### config.mk
export PLATFORM = sky130hd
export DESIGN_NAME = arr_result_regs
export DESIGN_NICKNAME = d
export VERILOG_FILES = /design/src/rtl/arr_pkg.sv /design/src/rtl/arr_result_regs.sv
export SDC_FILE = /design/constraint.sdc
export NUM_CORES = 1
export LEC_CHECK = 0
export BUFFER_PORTS_ARGS = -buffer_cell sky130_fd_sc_hd__buf_2
export CAP_MARGIN = 20
export CORE_ASPECT_RATIO = 0.7
export CORE_MARGIN = 10
export CORE_UTILIZATION = 52
export DETAILED_ROUTE_END_ITERATION = 8
export HOLD_SLACK_MARGIN = 0.03
export PLACE_DENSITY = 0.74
export SLEW_MARGIN = 20
export SYNTH_ARGS = -nofsm -noshare
export SYNTH_HDL_FRONTEND = slang
export SYNTH_SLANG_ARGS = --single-unit
### constraint.sdc
create_clock -name aclk -period 2.69 [get_ports aclk]
set_input_delay 0.269 -clock aclk [delete_from_list [all_inputs] [get_ports aclk]]
set_output_delay 0.269 -clock aclk [all_outputs]
set_load 0.01 [all_outputs]
### src/rtl/arr_pkg.sv
// constants shared by the converter result register block
package arr_pkg;

	// ----------------------------------------------------------------
	// register byte addresses
	// ----------------------------------------------------------------
	localparam logic [31:0] PRI_RESULT_ADDR = 32'h4003_0020;
	localparam logic [31:0] SEC_RESULT_ADDR = 32'h4003_0024;
	localparam logic [31:0] PRI_OFFSET_ADDR = 32'h4003_0030;
	localparam logic [31:0] PRI_CFG_ADDR = 32'h4003_0050;
	localparam logic [31:0] PRI_LIMIT_ADDR = 32'h4003_0054;
	localparam logic [31:0] SEC_CFG_ADDR = 32'h4003_0058;
	localparam logic [31:0] PRI_COUNT_ADDR = 32'h4003_005C;
	localparam logic [31:0] FLAGS_ADDR = 32'h4003_0060;
	localparam logic [31:0] IRQ_STATUS_ADDR = 32'h4003_0064;
	localparam logic [31:0] IRQ_MASK_ADDR = 32'h4003_0068;

	// ----------------------------------------------------------------
	// reset values and field layout
	// ----------------------------------------------------------------
	localparam logic [31:0] RESULT_RESET = 32'h0000_0001;
	localparam logic [7:0] CFG_RESET = 8'h00;
	localparam logic [15:0] LIMIT_RESET = 16'h0000;
	localparam logic [3:0] MASK_RESET = 4'h0;
	localparam int VALID_BIT = 0;
	localparam int GAIN_LSB = 0;
	localparam int GAIN_W = 4;
	localparam int CODE_BIT = 4;
	localparam int RCEN_BIT = 5;
	localparam int CAL_BIT = 6;
	localparam int SEC_CODE_BIT = 0;
	localparam int OFFSET_W = 24;
	localparam int OFFSET_SIGN_BIT = 23;
	localparam int CFG_W = 8;
	// gain code 9 selects a gain of 512, the largest
	localparam logic [3:0] MAX_GAIN_SEL = 4'h9;
	// lowest result-word bit still carried at a gain of 1
	localparam int GAIN1_LSB = 10;

	// ----------------------------------------------------------------
	// interrupt status bits
	// ----------------------------------------------------------------
	localparam int IRQ_W = 4;
	localparam int IRQ_PRI_READY = 0;
	localparam int IRQ_SEC_READY = 1;
	localparam int IRQ_PRI_LOST = 2;
	localparam int IRQ_SEC_LOST = 3;

	// ----------------------------------------------------------------
	// bus answers and register selector
	// ----------------------------------------------------------------
	localparam logic [1:0] RESP_OKAY = 2'b00;
	localparam logic [1:0] RESP_SLVERR = 2'b10;

	typedef enum logic [3:0] {
		REG_NONE = 4'b0000,
		REG_PRI_RESULT = 4'b0001,
		REG_SEC_RESULT = 4'b0010,
		REG_PRI_OFFSET = 4'b0011,
		REG_PRI_CFG = 4'b0100,
		REG_PRI_LIMIT = 4'b0101,
		REG_SEC_CFG = 4'b0110,
		REG_PRI_COUNT = 4'b0111,
		REG_FLAGS = 4'b1000,
		REG_IRQ_STATUS = 4'b1001,
		REG_IRQ_MASK = 4'b1010
	} arr_reg_t;

endpackage

### src/rtl/arr_result_regs.sv
// converter result, offset and control registers behind an axi4-lite slave
`timescale 1ns/1ps

// Summary of operation
// - primary result 32 bits, bit0 invalid flag outside calibration
// - primary result placed by selected gain
// - gain 512 data in bits 22..1
// - primary code format twos complement or unipolar
// - primary write blocked while ready, unless core off
// - secondary write blocked while ready, unless core off
// - simultaneous writes; ready set on write
// - secondary reconfiguration while busy resets only secondary converter
// - after reset, secondary waits for settled data
// - counter on: write only at limit, unless core off
// - secondary result has fixed data width
// - secondary result resets 1, bit0 invalid
// - offset coefficient 24 bits, bit 23 sign
// - calibration outcome left in result bits 23..0
// - interrupt every conversion, or at limit only
module arr_result_regs #(
	parameter int ADDR_W = 32,
	parameter int CNT_W = 16,
	parameter int SEC_SETTLE = 3,
	parameter logic [23:0] OFFSET_RESET = 24'h00_0000
) (
	// clock and reset
	input wire logic aclk,
	input wire logic aresetn,
	// axi4-lite write address and data
	input wire logic [ADDR_W-1:0] s_axi_awaddr,
	input wire logic [2:0] s_axi_awprot,
	input wire logic s_axi_awvalid,
	output logic s_axi_awready,
	input wire logic [31:0] s_axi_wdata,
	input wire logic [3:0] s_axi_wstrb,
	input wire logic s_axi_wvalid,
	output logic s_axi_wready,
	// axi4-lite write response
	output logic [1:0] s_axi_bresp,
	output logic s_axi_bvalid,
	input wire logic s_axi_bready,
	// axi4-lite read
	input wire logic [ADDR_W-1:0] s_axi_araddr,
	input wire logic [2:0] s_axi_arprot,
	input wire logic s_axi_arvalid,
	output logic s_axi_arready,
	output logic [31:0] s_axi_rdata,
	output logic [1:0] s_axi_rresp,
	output logic s_axi_rvalid,
	input wire logic s_axi_rready,
	// converter side, same clock
	input wire logic core_powered,
	input wire logic pri_conv_valid,
	input wire logic [30:0] pri_conv_data,
	input wire logic pri_data_ok,
	input wire logic sec_conv_valid,
	input wire logic [30:0] sec_conv_data,
	input wire logic sec_data_ok,
	input wire logic sec_busy,
	// converter control
	output logic [3:0] pri_gain_sel,
	output logic pri_cal_mode,
	output logic sec_conv_reset,
	// flags and interrupt
	output logic primary_ready_flag,
	output logic secondary_ready_flag,
	output logic irq
);

	// ----------------------------------------------------------------
	// decode and helpers
	// ----------------------------------------------------------------
	function automatic arr_pkg::arr_reg_t arr_decode(input logic [ADDR_W-1:0] a);
		logic [31:0] w;
		w = 32'(a);
		case (w)
			arr_pkg::PRI_RESULT_ADDR: arr_decode = arr_pkg::REG_PRI_RESULT;
			arr_pkg::SEC_RESULT_ADDR: arr_decode = arr_pkg::REG_SEC_RESULT;
			arr_pkg::PRI_OFFSET_ADDR: arr_decode = arr_pkg::REG_PRI_OFFSET;
			arr_pkg::PRI_CFG_ADDR: arr_decode = arr_pkg::REG_PRI_CFG;
			arr_pkg::PRI_LIMIT_ADDR: arr_decode = arr_pkg::REG_PRI_LIMIT;
			arr_pkg::SEC_CFG_ADDR: arr_decode = arr_pkg::REG_SEC_CFG;
			arr_pkg::PRI_COUNT_ADDR: arr_decode = arr_pkg::REG_PRI_COUNT;
			arr_pkg::FLAGS_ADDR: arr_decode = arr_pkg::REG_FLAGS;
			arr_pkg::IRQ_STATUS_ADDR: arr_decode = arr_pkg::REG_IRQ_STATUS;
			arr_pkg::IRQ_MASK_ADDR: arr_decode = arr_pkg::REG_IRQ_MASK;
			default: arr_decode = arr_pkg::REG_NONE;
		endcase
	endfunction
	// byte-lane merge of a write into an old value
	function automatic logic [31:0] arr_merge(input logic [31:0] old, input logic [31:0] nw,
		input logic [3:0] strb);
		logic [31:0] v;
		v = old;
		for (int i = 0; i < 4; i++) begin
			if (strb[i]) v[i*8 +: 8] = nw[i*8 +: 8];
		end
		return v;
	endfunction
	// unipolar format is offset binary: the sign bit turned round
	function automatic logic [30:0] arr_code(input logic [30:0] v, input logic uni);
		arr_code = uni ? {~v[30], v[29:0]} : v;
	endfunction
	// shift by gain and clear bits below the gain's resolution
	function automatic logic [30:0] arr_place(input logic [30:0] raw, input logic [3:0] g);
		logic [3:0] s;
		logic [30:0] v;
		int lsb;
		s = (g > arr_pkg::MAX_GAIN_SEL) ? arr_pkg::MAX_GAIN_SEL : g;
		v = 31'($signed(raw) >>> s);
		lsb = arr_pkg::GAIN1_LSB - int'(s);
		for (int i = 0; i < 31; i++) begin
			if (i + 1 < lsb) v[i] = 1'b0;
		end
		return v;
	endfunction

	// ----------------------------------------------------------------
	// state
	// ----------------------------------------------------------------
	logic aw_hold_reg, w_hold_reg, awready_reg, wready_reg, bvalid_reg;
	logic arready_reg, rvalid_reg, pri_ready_reg, sec_ready_reg, sec_reset_reg, irq_reg;
	logic [ADDR_W-1:0] awaddr_reg;
	logic [31:0] wdata_reg, rdata_reg, pri_result_reg, sec_result_reg;
	logic [3:0] wstrb_reg;
	logic [1:0] bresp_reg, rresp_reg;
	logic [23:0] offset_reg;
	logic [7:0] pri_cfg_reg, sec_cfg_reg, settle_reg;
	logic [CNT_W-1:0] limit_reg, count_reg;
	logic [arr_pkg::IRQ_W-1:0] status_reg, mask_reg;

	logic do_write, rd_fire, rcen, pri_hit, pri_write, pri_lost;
	logic sec_take, sec_write, sec_lost, sec_reconfig;
	arr_pkg::arr_reg_t wr_sel, rd_sel;
	logic [31:0] pri_word, rd_value, wr_value;

	assign do_write = aw_hold_reg & w_hold_reg & ~bvalid_reg;
	assign wr_sel = arr_decode(awaddr_reg);
	assign rd_sel = arr_decode(s_axi_araddr);
	assign rd_fire = s_axi_arvalid & arready_reg;
	assign rcen = pri_cfg_reg[arr_pkg::RCEN_BIT];

	// ----------------------------------------------------------------
	// primary converter path
	// ----------------------------------------------------------------
	// counter is ignored while the core is off, so every result lands
	assign pri_hit = ~rcen | ~core_powered |
		((count_reg + CNT_W'(1)) == limit_reg);
	assign pri_write = pri_conv_valid & pri_hit & (~pri_ready_reg | ~core_powered);
	assign pri_lost = pri_conv_valid & pri_hit & pri_ready_reg & core_powered;
	always_comb begin
		if (pri_cfg_reg[arr_pkg::CAL_BIT]) begin
			// calibration outcome sits in 23..0, sign extended above
			pri_word = 32'($signed(pri_conv_data[arr_pkg::OFFSET_W-1:0]));
		end else begin
			pri_word = {arr_code(arr_place(pri_conv_data,
				pri_cfg_reg[arr_pkg::GAIN_LSB +: arr_pkg::GAIN_W]),
				pri_cfg_reg[arr_pkg::CODE_BIT]), ~pri_data_ok};
		end
	end
	always_ff @(posedge aclk) begin
		if (!aresetn) begin
			pri_result_reg <= arr_pkg::RESULT_RESET;
		end else if (pri_write) begin
			pri_result_reg <= pri_word;
		end
	end
	always_ff @(posedge aclk) begin
		if (!aresetn) begin
			count_reg <= '0;
		end else if (!rcen) begin
			count_reg <= '0;
		end else if (pri_conv_valid && core_powered) begin
			count_reg <= pri_hit ? '0 : count_reg + CNT_W'(1);
		end
	end
	// a new result wins over a clearing read in the same cycle
	always_ff @(posedge aclk) begin
		if (!aresetn) begin
			pri_ready_reg <= 1'b0;
		end else if (pri_write) begin
			pri_ready_reg <= 1'b1;
		end else if (rd_fire && rd_sel == arr_pkg::REG_PRI_RESULT) begin
			pri_ready_reg <= 1'b0;
		end
	end

	// ----------------------------------------------------------------
	// secondary converter path
	// ----------------------------------------------------------------
	assign sec_reconfig = do_write & (wr_sel == arr_pkg::REG_SEC_CFG) & sec_busy;
	assign sec_take = sec_conv_valid & (settle_reg == 8'h00);
	assign sec_write = sec_take & (~sec_ready_reg | ~core_powered);
	assign sec_lost = sec_take & sec_ready_reg & core_powered;
	always_ff @(posedge aclk) begin
		if (!aresetn) begin
			sec_result_reg <= arr_pkg::RESULT_RESET;
		end else if (sec_write) begin
			sec_result_reg <= {arr_code(sec_conv_data,
				sec_cfg_reg[arr_pkg::SEC_CODE_BIT]), ~sec_data_ok};
		end
	end
	always_ff @(posedge aclk) begin
		if (!aresetn) begin
			sec_ready_reg <= 1'b0;
		end else if (sec_write) begin
			sec_ready_reg <= 1'b1;
		end else if (rd_fire && rd_sel == arr_pkg::REG_SEC_RESULT) begin
			sec_ready_reg <= 1'b0;
		end
	end
	// only the secondary converter restarts; primary logic never looks here
	always_ff @(posedge aclk) begin
		if (!aresetn) begin
			sec_reset_reg <= 1'b0;
			settle_reg <= 8'h00;
		end else begin
			sec_reset_reg <= sec_reconfig;
			if (sec_reconfig) begin
				settle_reg <= 8'(SEC_SETTLE);
			end else if (sec_conv_valid && settle_reg != 8'h00) begin
				settle_reg <= settle_reg - 8'h01;
			end
		end
	end

	// ----------------------------------------------------------------
	// software registers
	// ----------------------------------------------------------------
	always_comb begin
		case (wr_sel)
			arr_pkg::REG_PRI_OFFSET: wr_value = 32'(offset_reg);
			arr_pkg::REG_PRI_CFG: wr_value = 32'(pri_cfg_reg);
			arr_pkg::REG_PRI_LIMIT: wr_value = 32'(limit_reg);
			arr_pkg::REG_SEC_CFG: wr_value = 32'(sec_cfg_reg);
			arr_pkg::REG_IRQ_MASK: wr_value = 32'(mask_reg);
			default: wr_value = 32'h0000_0000;
		endcase
		wr_value = arr_merge(wr_value, wdata_reg, wstrb_reg);
	end

	always_ff @(posedge aclk) begin
		if (!aresetn) begin
			offset_reg <= OFFSET_RESET;
			pri_cfg_reg <= arr_pkg::CFG_RESET;
			sec_cfg_reg <= arr_pkg::CFG_RESET;
			limit_reg <= CNT_W'(arr_pkg::LIMIT_RESET);
			mask_reg <= arr_pkg::MASK_RESET;
		end else if (do_write) begin
			case (wr_sel)
				arr_pkg::REG_PRI_OFFSET: offset_reg <= wr_value[arr_pkg::OFFSET_W-1:0];
				arr_pkg::REG_PRI_CFG: pri_cfg_reg <= wr_value[arr_pkg::CFG_W-1:0];
				arr_pkg::REG_PRI_LIMIT: limit_reg <= wr_value[CNT_W-1:0];
				arr_pkg::REG_SEC_CFG: sec_cfg_reg <= wr_value[arr_pkg::CFG_W-1:0];
				arr_pkg::REG_IRQ_MASK: mask_reg <= wr_value[arr_pkg::IRQ_W-1:0];
				default: ;
			endcase
		end
	end

	// sticky events; a new event wins over a write-one clear
	always_ff @(posedge aclk) begin
		if (!aresetn) begin
			status_reg <= '0;
			irq_reg <= 1'b0;
		end else begin
			for (int i = 0; i < arr_pkg::IRQ_W; i++) begin
				if (do_write && wr_sel == arr_pkg::REG_IRQ_STATUS && wstrb_reg[0] &&
					wdata_reg[i]) begin
					status_reg[i] <= 1'b0;
				end
			end
			if (pri_write) status_reg[arr_pkg::IRQ_PRI_READY] <= 1'b1;
			if (sec_write) status_reg[arr_pkg::IRQ_SEC_READY] <= 1'b1;
			if (pri_lost) status_reg[arr_pkg::IRQ_PRI_LOST] <= 1'b1;
			if (sec_lost) status_reg[arr_pkg::IRQ_SEC_LOST] <= 1'b1;
			irq_reg <= |(status_reg & mask_reg);
		end
	end

	// ----------------------------------------------------------------
	// axi4-lite write channels
	// ----------------------------------------------------------------
	always_ff @(posedge aclk) begin
		if (!aresetn) begin
			aw_hold_reg <= 1'b0;
			awaddr_reg <= '0;
			awready_reg <= 1'b0;
		end else if (s_axi_awvalid && awready_reg) begin
			aw_hold_reg <= 1'b1;
			awaddr_reg <= s_axi_awaddr;
			awready_reg <= 1'b0;
		end else if (do_write) begin
			aw_hold_reg <= 1'b0;
		end else if (!aw_hold_reg && !bvalid_reg) begin
			awready_reg <= 1'b1;
		end
	end
	always_ff @(posedge aclk) begin
		if (!aresetn) begin
			w_hold_reg <= 1'b0;
			wdata_reg <= 32'h0000_0000;
			wstrb_reg <= 4'h0;
			wready_reg <= 1'b0;
		end else if (s_axi_wvalid && wready_reg) begin
			w_hold_reg <= 1'b1;
			wdata_reg <= s_axi_wdata;
			wstrb_reg <= s_axi_wstrb;
			wready_reg <= 1'b0;
		end else if (do_write) begin
			w_hold_reg <= 1'b0;
		end else if (!w_hold_reg && !bvalid_reg) begin
			wready_reg <= 1'b1;
		end
	end
	// result registers, count and flags are read-only: writes answer slverr
	always_ff @(posedge aclk) begin
		if (!aresetn) begin
			bvalid_reg <= 1'b0;
			bresp_reg <= arr_pkg::RESP_OKAY;
		end else if (do_write) begin
			bvalid_reg <= 1'b1;
			case (wr_sel)
				arr_pkg::REG_PRI_OFFSET, arr_pkg::REG_PRI_CFG, arr_pkg::REG_PRI_LIMIT,
				arr_pkg::REG_SEC_CFG, arr_pkg::REG_IRQ_STATUS, arr_pkg::REG_IRQ_MASK:
					bresp_reg <= arr_pkg::RESP_OKAY;
				default: bresp_reg <= arr_pkg::RESP_SLVERR;
			endcase
		end else if (s_axi_bready && bvalid_reg) begin
			bvalid_reg <= 1'b0;
		end
	end

	// ----------------------------------------------------------------
	// axi4-lite read channel
	// ----------------------------------------------------------------
	always_comb begin
		case (rd_sel)
			arr_pkg::REG_PRI_RESULT: rd_value = pri_result_reg;
			arr_pkg::REG_SEC_RESULT: rd_value = sec_result_reg;
			arr_pkg::REG_PRI_OFFSET: rd_value = 32'(offset_reg);
			arr_pkg::REG_PRI_CFG: rd_value = 32'(pri_cfg_reg);
			arr_pkg::REG_PRI_LIMIT: rd_value = 32'(limit_reg);
			arr_pkg::REG_SEC_CFG: rd_value = 32'(sec_cfg_reg);
			arr_pkg::REG_PRI_COUNT: rd_value = 32'(count_reg);
			arr_pkg::REG_FLAGS: rd_value = 32'({settle_reg != 8'h00, sec_ready_reg,
				pri_ready_reg});
			arr_pkg::REG_IRQ_STATUS: rd_value = 32'(status_reg);
			arr_pkg::REG_IRQ_MASK: rd_value = 32'(mask_reg);
			default: rd_value = 32'h0000_0000;
		endcase
	end
	always_ff @(posedge aclk) begin
		if (!aresetn) begin
			arready_reg <= 1'b0;
			rvalid_reg <= 1'b0;
			rdata_reg <= 32'h0000_0000;
			rresp_reg <= arr_pkg::RESP_OKAY;
		end else if (rd_fire) begin
			arready_reg <= 1'b0;
			rvalid_reg <= 1'b1;
			rdata_reg <= rd_value;
			rresp_reg <= (rd_sel == arr_pkg::REG_NONE) ? arr_pkg::RESP_SLVERR :
				arr_pkg::RESP_OKAY;
		end else if (rvalid_reg && s_axi_rready) begin
			rvalid_reg <= 1'b0;
		end else if (!rvalid_reg) begin
			arready_reg <= 1'b1;
		end
	end

	// ----------------------------------------------------------------
	// outputs
	// ----------------------------------------------------------------
	assign s_axi_awready = awready_reg;
	assign s_axi_wready = wready_reg;
	assign s_axi_bvalid = bvalid_reg;
	assign s_axi_bresp = bresp_reg;
	assign s_axi_arready = arready_reg;
	assign s_axi_rvalid = rvalid_reg;
	assign s_axi_rdata = rdata_reg;
	assign s_axi_rresp = rresp_reg;
	assign pri_gain_sel = pri_cfg_reg[arr_pkg::GAIN_LSB +: arr_pkg::GAIN_W];
	assign pri_cal_mode = pri_cfg_reg[arr_pkg::CAL_BIT];
	assign sec_conv_reset = sec_reset_reg;
	assign primary_ready_flag = pri_ready_reg;
	assign secondary_ready_flag = sec_ready_reg;
	assign irq = irq_reg;

endmodule

==> results.py <==
metrics = {
    "setup_path": {
        "cp-start-kind": "flop",
        "rr_endpoint": "pri_result_reg[27]",
        "reg2regPathDepth": 8,
        "reg2reg_slack_ns": 0.09,
        "cp_top_family": "simple AND/OR/NAND/NOR gates",
        "required_ns": 3.13,
        "cp.arrival_ns": 3.04,
        "end_kind": "flop",
        "max_stage_delay_ns": 0.49,
        "path_class": "flop to flop",
        "worst-path-buf-inv": 1,
        "r2r_start": "count_reg[8]",
        "crit_chain": "and4_2 -> nand3_4 -> or4_4 -> a311oi_2 -> and4_4 -> buf_12 -> nor2_4 -> o31ai_1",
        "critPathSlowestCell": "or4_4",
        "crit_fanout": 11,
    },
    "cells_and_area": {
        "nets": 2234,
        "areaGrowthSynthToFinish_pct": 28.0,
        "layout-drive-gt1-share_pct": 24.2,
        "multi_input_area_um2": 8010,
        "antenna_cells": 0,
        "final_cells": 2424,
        "finalInstanceArea_um2": 17600,
        "seqCellArea_um2": 5130,
        "nFillCells": 2164,
    },
    "drt": {
        "totalWireLength_mm": 51.4,
        "vias_per_cell": 6.12,
        "final_antenna_net_count": 0,
        "route.detailed.drc": 0,
        "wl_met2_mm": 20.8,
        "top_layer_used": "met5",
        "met1Wirelength_mm": 22.8,
        "vias": 14839,
        "drt_iter0_markers": 1727,
        "drt-pass1-iter-count": 6,
        "wl_per_cell_um": 21.2,
        "met3_length_mm": 6.81,
    },
    "placement": {
        "routabilityCongestion": 1.00,
        "placed_cells": 2278,
        "dp_hpwl_mm": 36.3,
        "place_area_um2": 15700,
        "pre_cts_slack_ns": 0.0117,
        "numPortBuffers": 213,
    },
    "global_routing": {
        "grt_antenna_before_repair": 2,
        "grt_pass1_wl_mm": 78.6,
        "grt_overflow": 0,
        "track_usage_pct": 28.9,
        "first_global_vias": 13651,
        "grt_max_degree": 111,
    },
    "power_and_ir_drop": {
        "power.density_nw_per_um2": 541,
        "leakage_nw": 6.85,
        "ir_worst_vdd_mv": 0.508,
    },
    "timing": {
        "slew_headroom_pct": 35.7,
        "finalHoldViolations": 0,
        "timing.hold.ws_ns": 0.0603,
        "fmax_ghz": 0.384,
        "setup_viol": 0,
        "finalClockSkew_ns": 0.0102,
        "period_minus_slack_ns": 2.60,
        "fin_ws_ns": 0.0852,
        "period_share_pct": 96.8,
        "report.final.slew_viol_count": 0,
        "tns_ns": 0,
        "tightest_slew_ns": 0.965,
    },
    "floorplan": {
        "initial_core_util_pct": 53.1,
        "coreArea_um2": 25900,
        "rows": 49,
        "die_h_um": 156,
        "die_width_um": 214,
        "num_io_pins": 231,
        "die_area_um2": 33400,
    },
    "yosys": {
        "synthFlopType": "dfxtp_1",
        "yosys-top-cells-area": "dfxtp_1 (37%), nand2_1 (9.2%), a21oi_1 (5.9%)",
        "yosysUniqueCellTypes": 85,
        "async_flop_share_pct": 0,
        "syn_inst": 1729,
        "avgSynthCellArea_um2": 7.94,
        "syn_area_um2": 13700,
        "synth_top_cell_area_share_pct": 37.3,
        "synth_edf_count": 0,
        "ys_seq_elements": 256,
        "synth_seq_area_share_pct": 37.3,
        "yosys.area.top_type": "dfxtp_1",
        "yosysWarnings": 0,
    },
    "clock_tree": {
        "insertion_delay_ns": 0.53,
        "cts_root_buffer": "clkbuf_16",
        "clk_pin_slew_ns": 0.06,
        "cts_tree": "built",
        "clock_sinks": 256,
        "cts-htree-levels": 1,
        "cts.path.max_buffers": 3,
        "cts_buffers": 26,
    },
    "min_path": {
        "hp-start": "sec_busy",
        "hold_path_depth": 3,
        "hold_end": "settle_reg[0]",
        "min_path_type": "input port to flop",
    },
    "run_status": {
        "run_status": "finished clean",
    },
    "job": {
        "drv_cap": 0,
    },
}
## worst max-delay path by stage
stage | from | slack, ns | to | depth (start not counted)
after floorplan | pri_cfg_reg[2] | 0.02 | pri_result_reg[1] | 14
after global placement | count_reg[0] | 0.1 | pri_result_reg[27] | 9
after detailed placement | count_reg[0] | 0.01 | pri_result_reg[0] | 11
after CTS | count_reg[0] | 0.01 | count_reg[6] | 11
after global routing | count_reg[1] | -0.005 | pri_result_reg[13] | 12
final | count_reg[8] | 0.09 | pri_result_reg[27] | 8
## where the power goes
group | internal [mW] | total (mW) | switching, mW | leakage [nW]
Clock | 1.93 | 3.45 | 1.53 | 0.394
Sequential | 4.10 | 4.35 | 0.249 | 2.08
Combinational | 0.707 | 1.72 | 1.01 | 4.37
Total | 6.73 | 9.52 | 2.79 | 6.85
## logic make-up after synthesis
logic type | share of synthesized area [%]
AND/OR/NAND/NOR | 24.2
buffers and inverters | 5.72
XOR/XNOR | 1.47
AO/OA/AOI/OAI | 22.3
multiplexers | 8.55
flip-flops | 37.3
adder cells (fa/ha/maj) | 0.364
other | 0.0273
## cells in the final DEF (no fill, tap or decap), drive strengths merged, types with 6 or more instances in the layout
master,count
nor4,24
mux2i,33
a21o,6
inv,30
a211oi,44
and2,20
a21oi,162
nor2b,7
xor2,7
o211ai,10
nand3,49
o21a,7
a222oi,19
a311oi,14
mux2,49
a21boi,8
buf,347
xnor2,16
dlygate4sd3,92
nand4,14
a22oi,24
nand2,337
nor3b,8
clkinv,7
dfxtp,256
nand2b,23
a31oi,17
a32oi,7
clkbuf,37
a221oi,25
a221o,14
and3,11
nor3,61
nor2,128
mux4,13
o21ai,58
## cells in the mapped netlist, drive strengths merged (8+ instances only)
cell type / count
nand2: 337
dfxtp: 256
a21oi: 162
nor2: 127
clkbuf: 98
nor3: 61
o21ai: 58
buf: 52
mux2: 49
nand3: 49
a211oi: 44
mux2i: 33
inv: 28
a221oi: 25
a22oi: 24
nor4: 24
nand2b: 23
and2: 20
a222oi: 19
a31oi: 17
xnor2: 16
a221o: 14
a311oi: 14
nand4: 14
mux4: 13
and3: 11
o211ai: 10
a21boi: 8
nor3b: 8
## worst register-to-register path, stage by stage, from the launching register on
cell and delay, ns:
dfxtp_1 0.44, and4_2 0.36, nand3_4 0.09, or4_4 0.49, a311oi_2 0.33, and4_4 0.33
buf_12 0.16, nor2_4 0.09, o31ai_1 0.22
## area by class of cell
class                   instances  share of cell area (%)
inverters                      29                   0.647
well taps                     357                    2.54
clock inverters                10                   0.356
flip-flops and latches        256                    29.2
clock buffers                  36                    4.20
multi-input cells            1296                    45.5
repair buffers                440                    17.6
## per-layer routing
metal  vias up  GRT usage [%]
li1       6907              -
met1      6977           41.8
met2       872           40.9
met3        79           8.87
met4         4           6.09
met5         -              0
## stage by stage
step           util [%]  total power [mW]
6_report           68.0              9.52
5_1_grt            68.0              9.92
4_1_cts            67.2              9.49
3_5_place_dp       60.5              5.97
3_3_place_gp       60.5              5.91
2_1_floorplan         -              5.40
## what timing repair did
item | in CTS | in global routing
gates resized for setup | 0 | 28
gates cloned | 0 | 3
setup endpoints to repair | 4 | 88
buffers inserted | 0 | 4
pin swaps | 2 | 9
hold endpoints to repair | 92 | 0
hold buffers | 92 | 0
No activity file was read; power rests on OpenSTA's default activity.
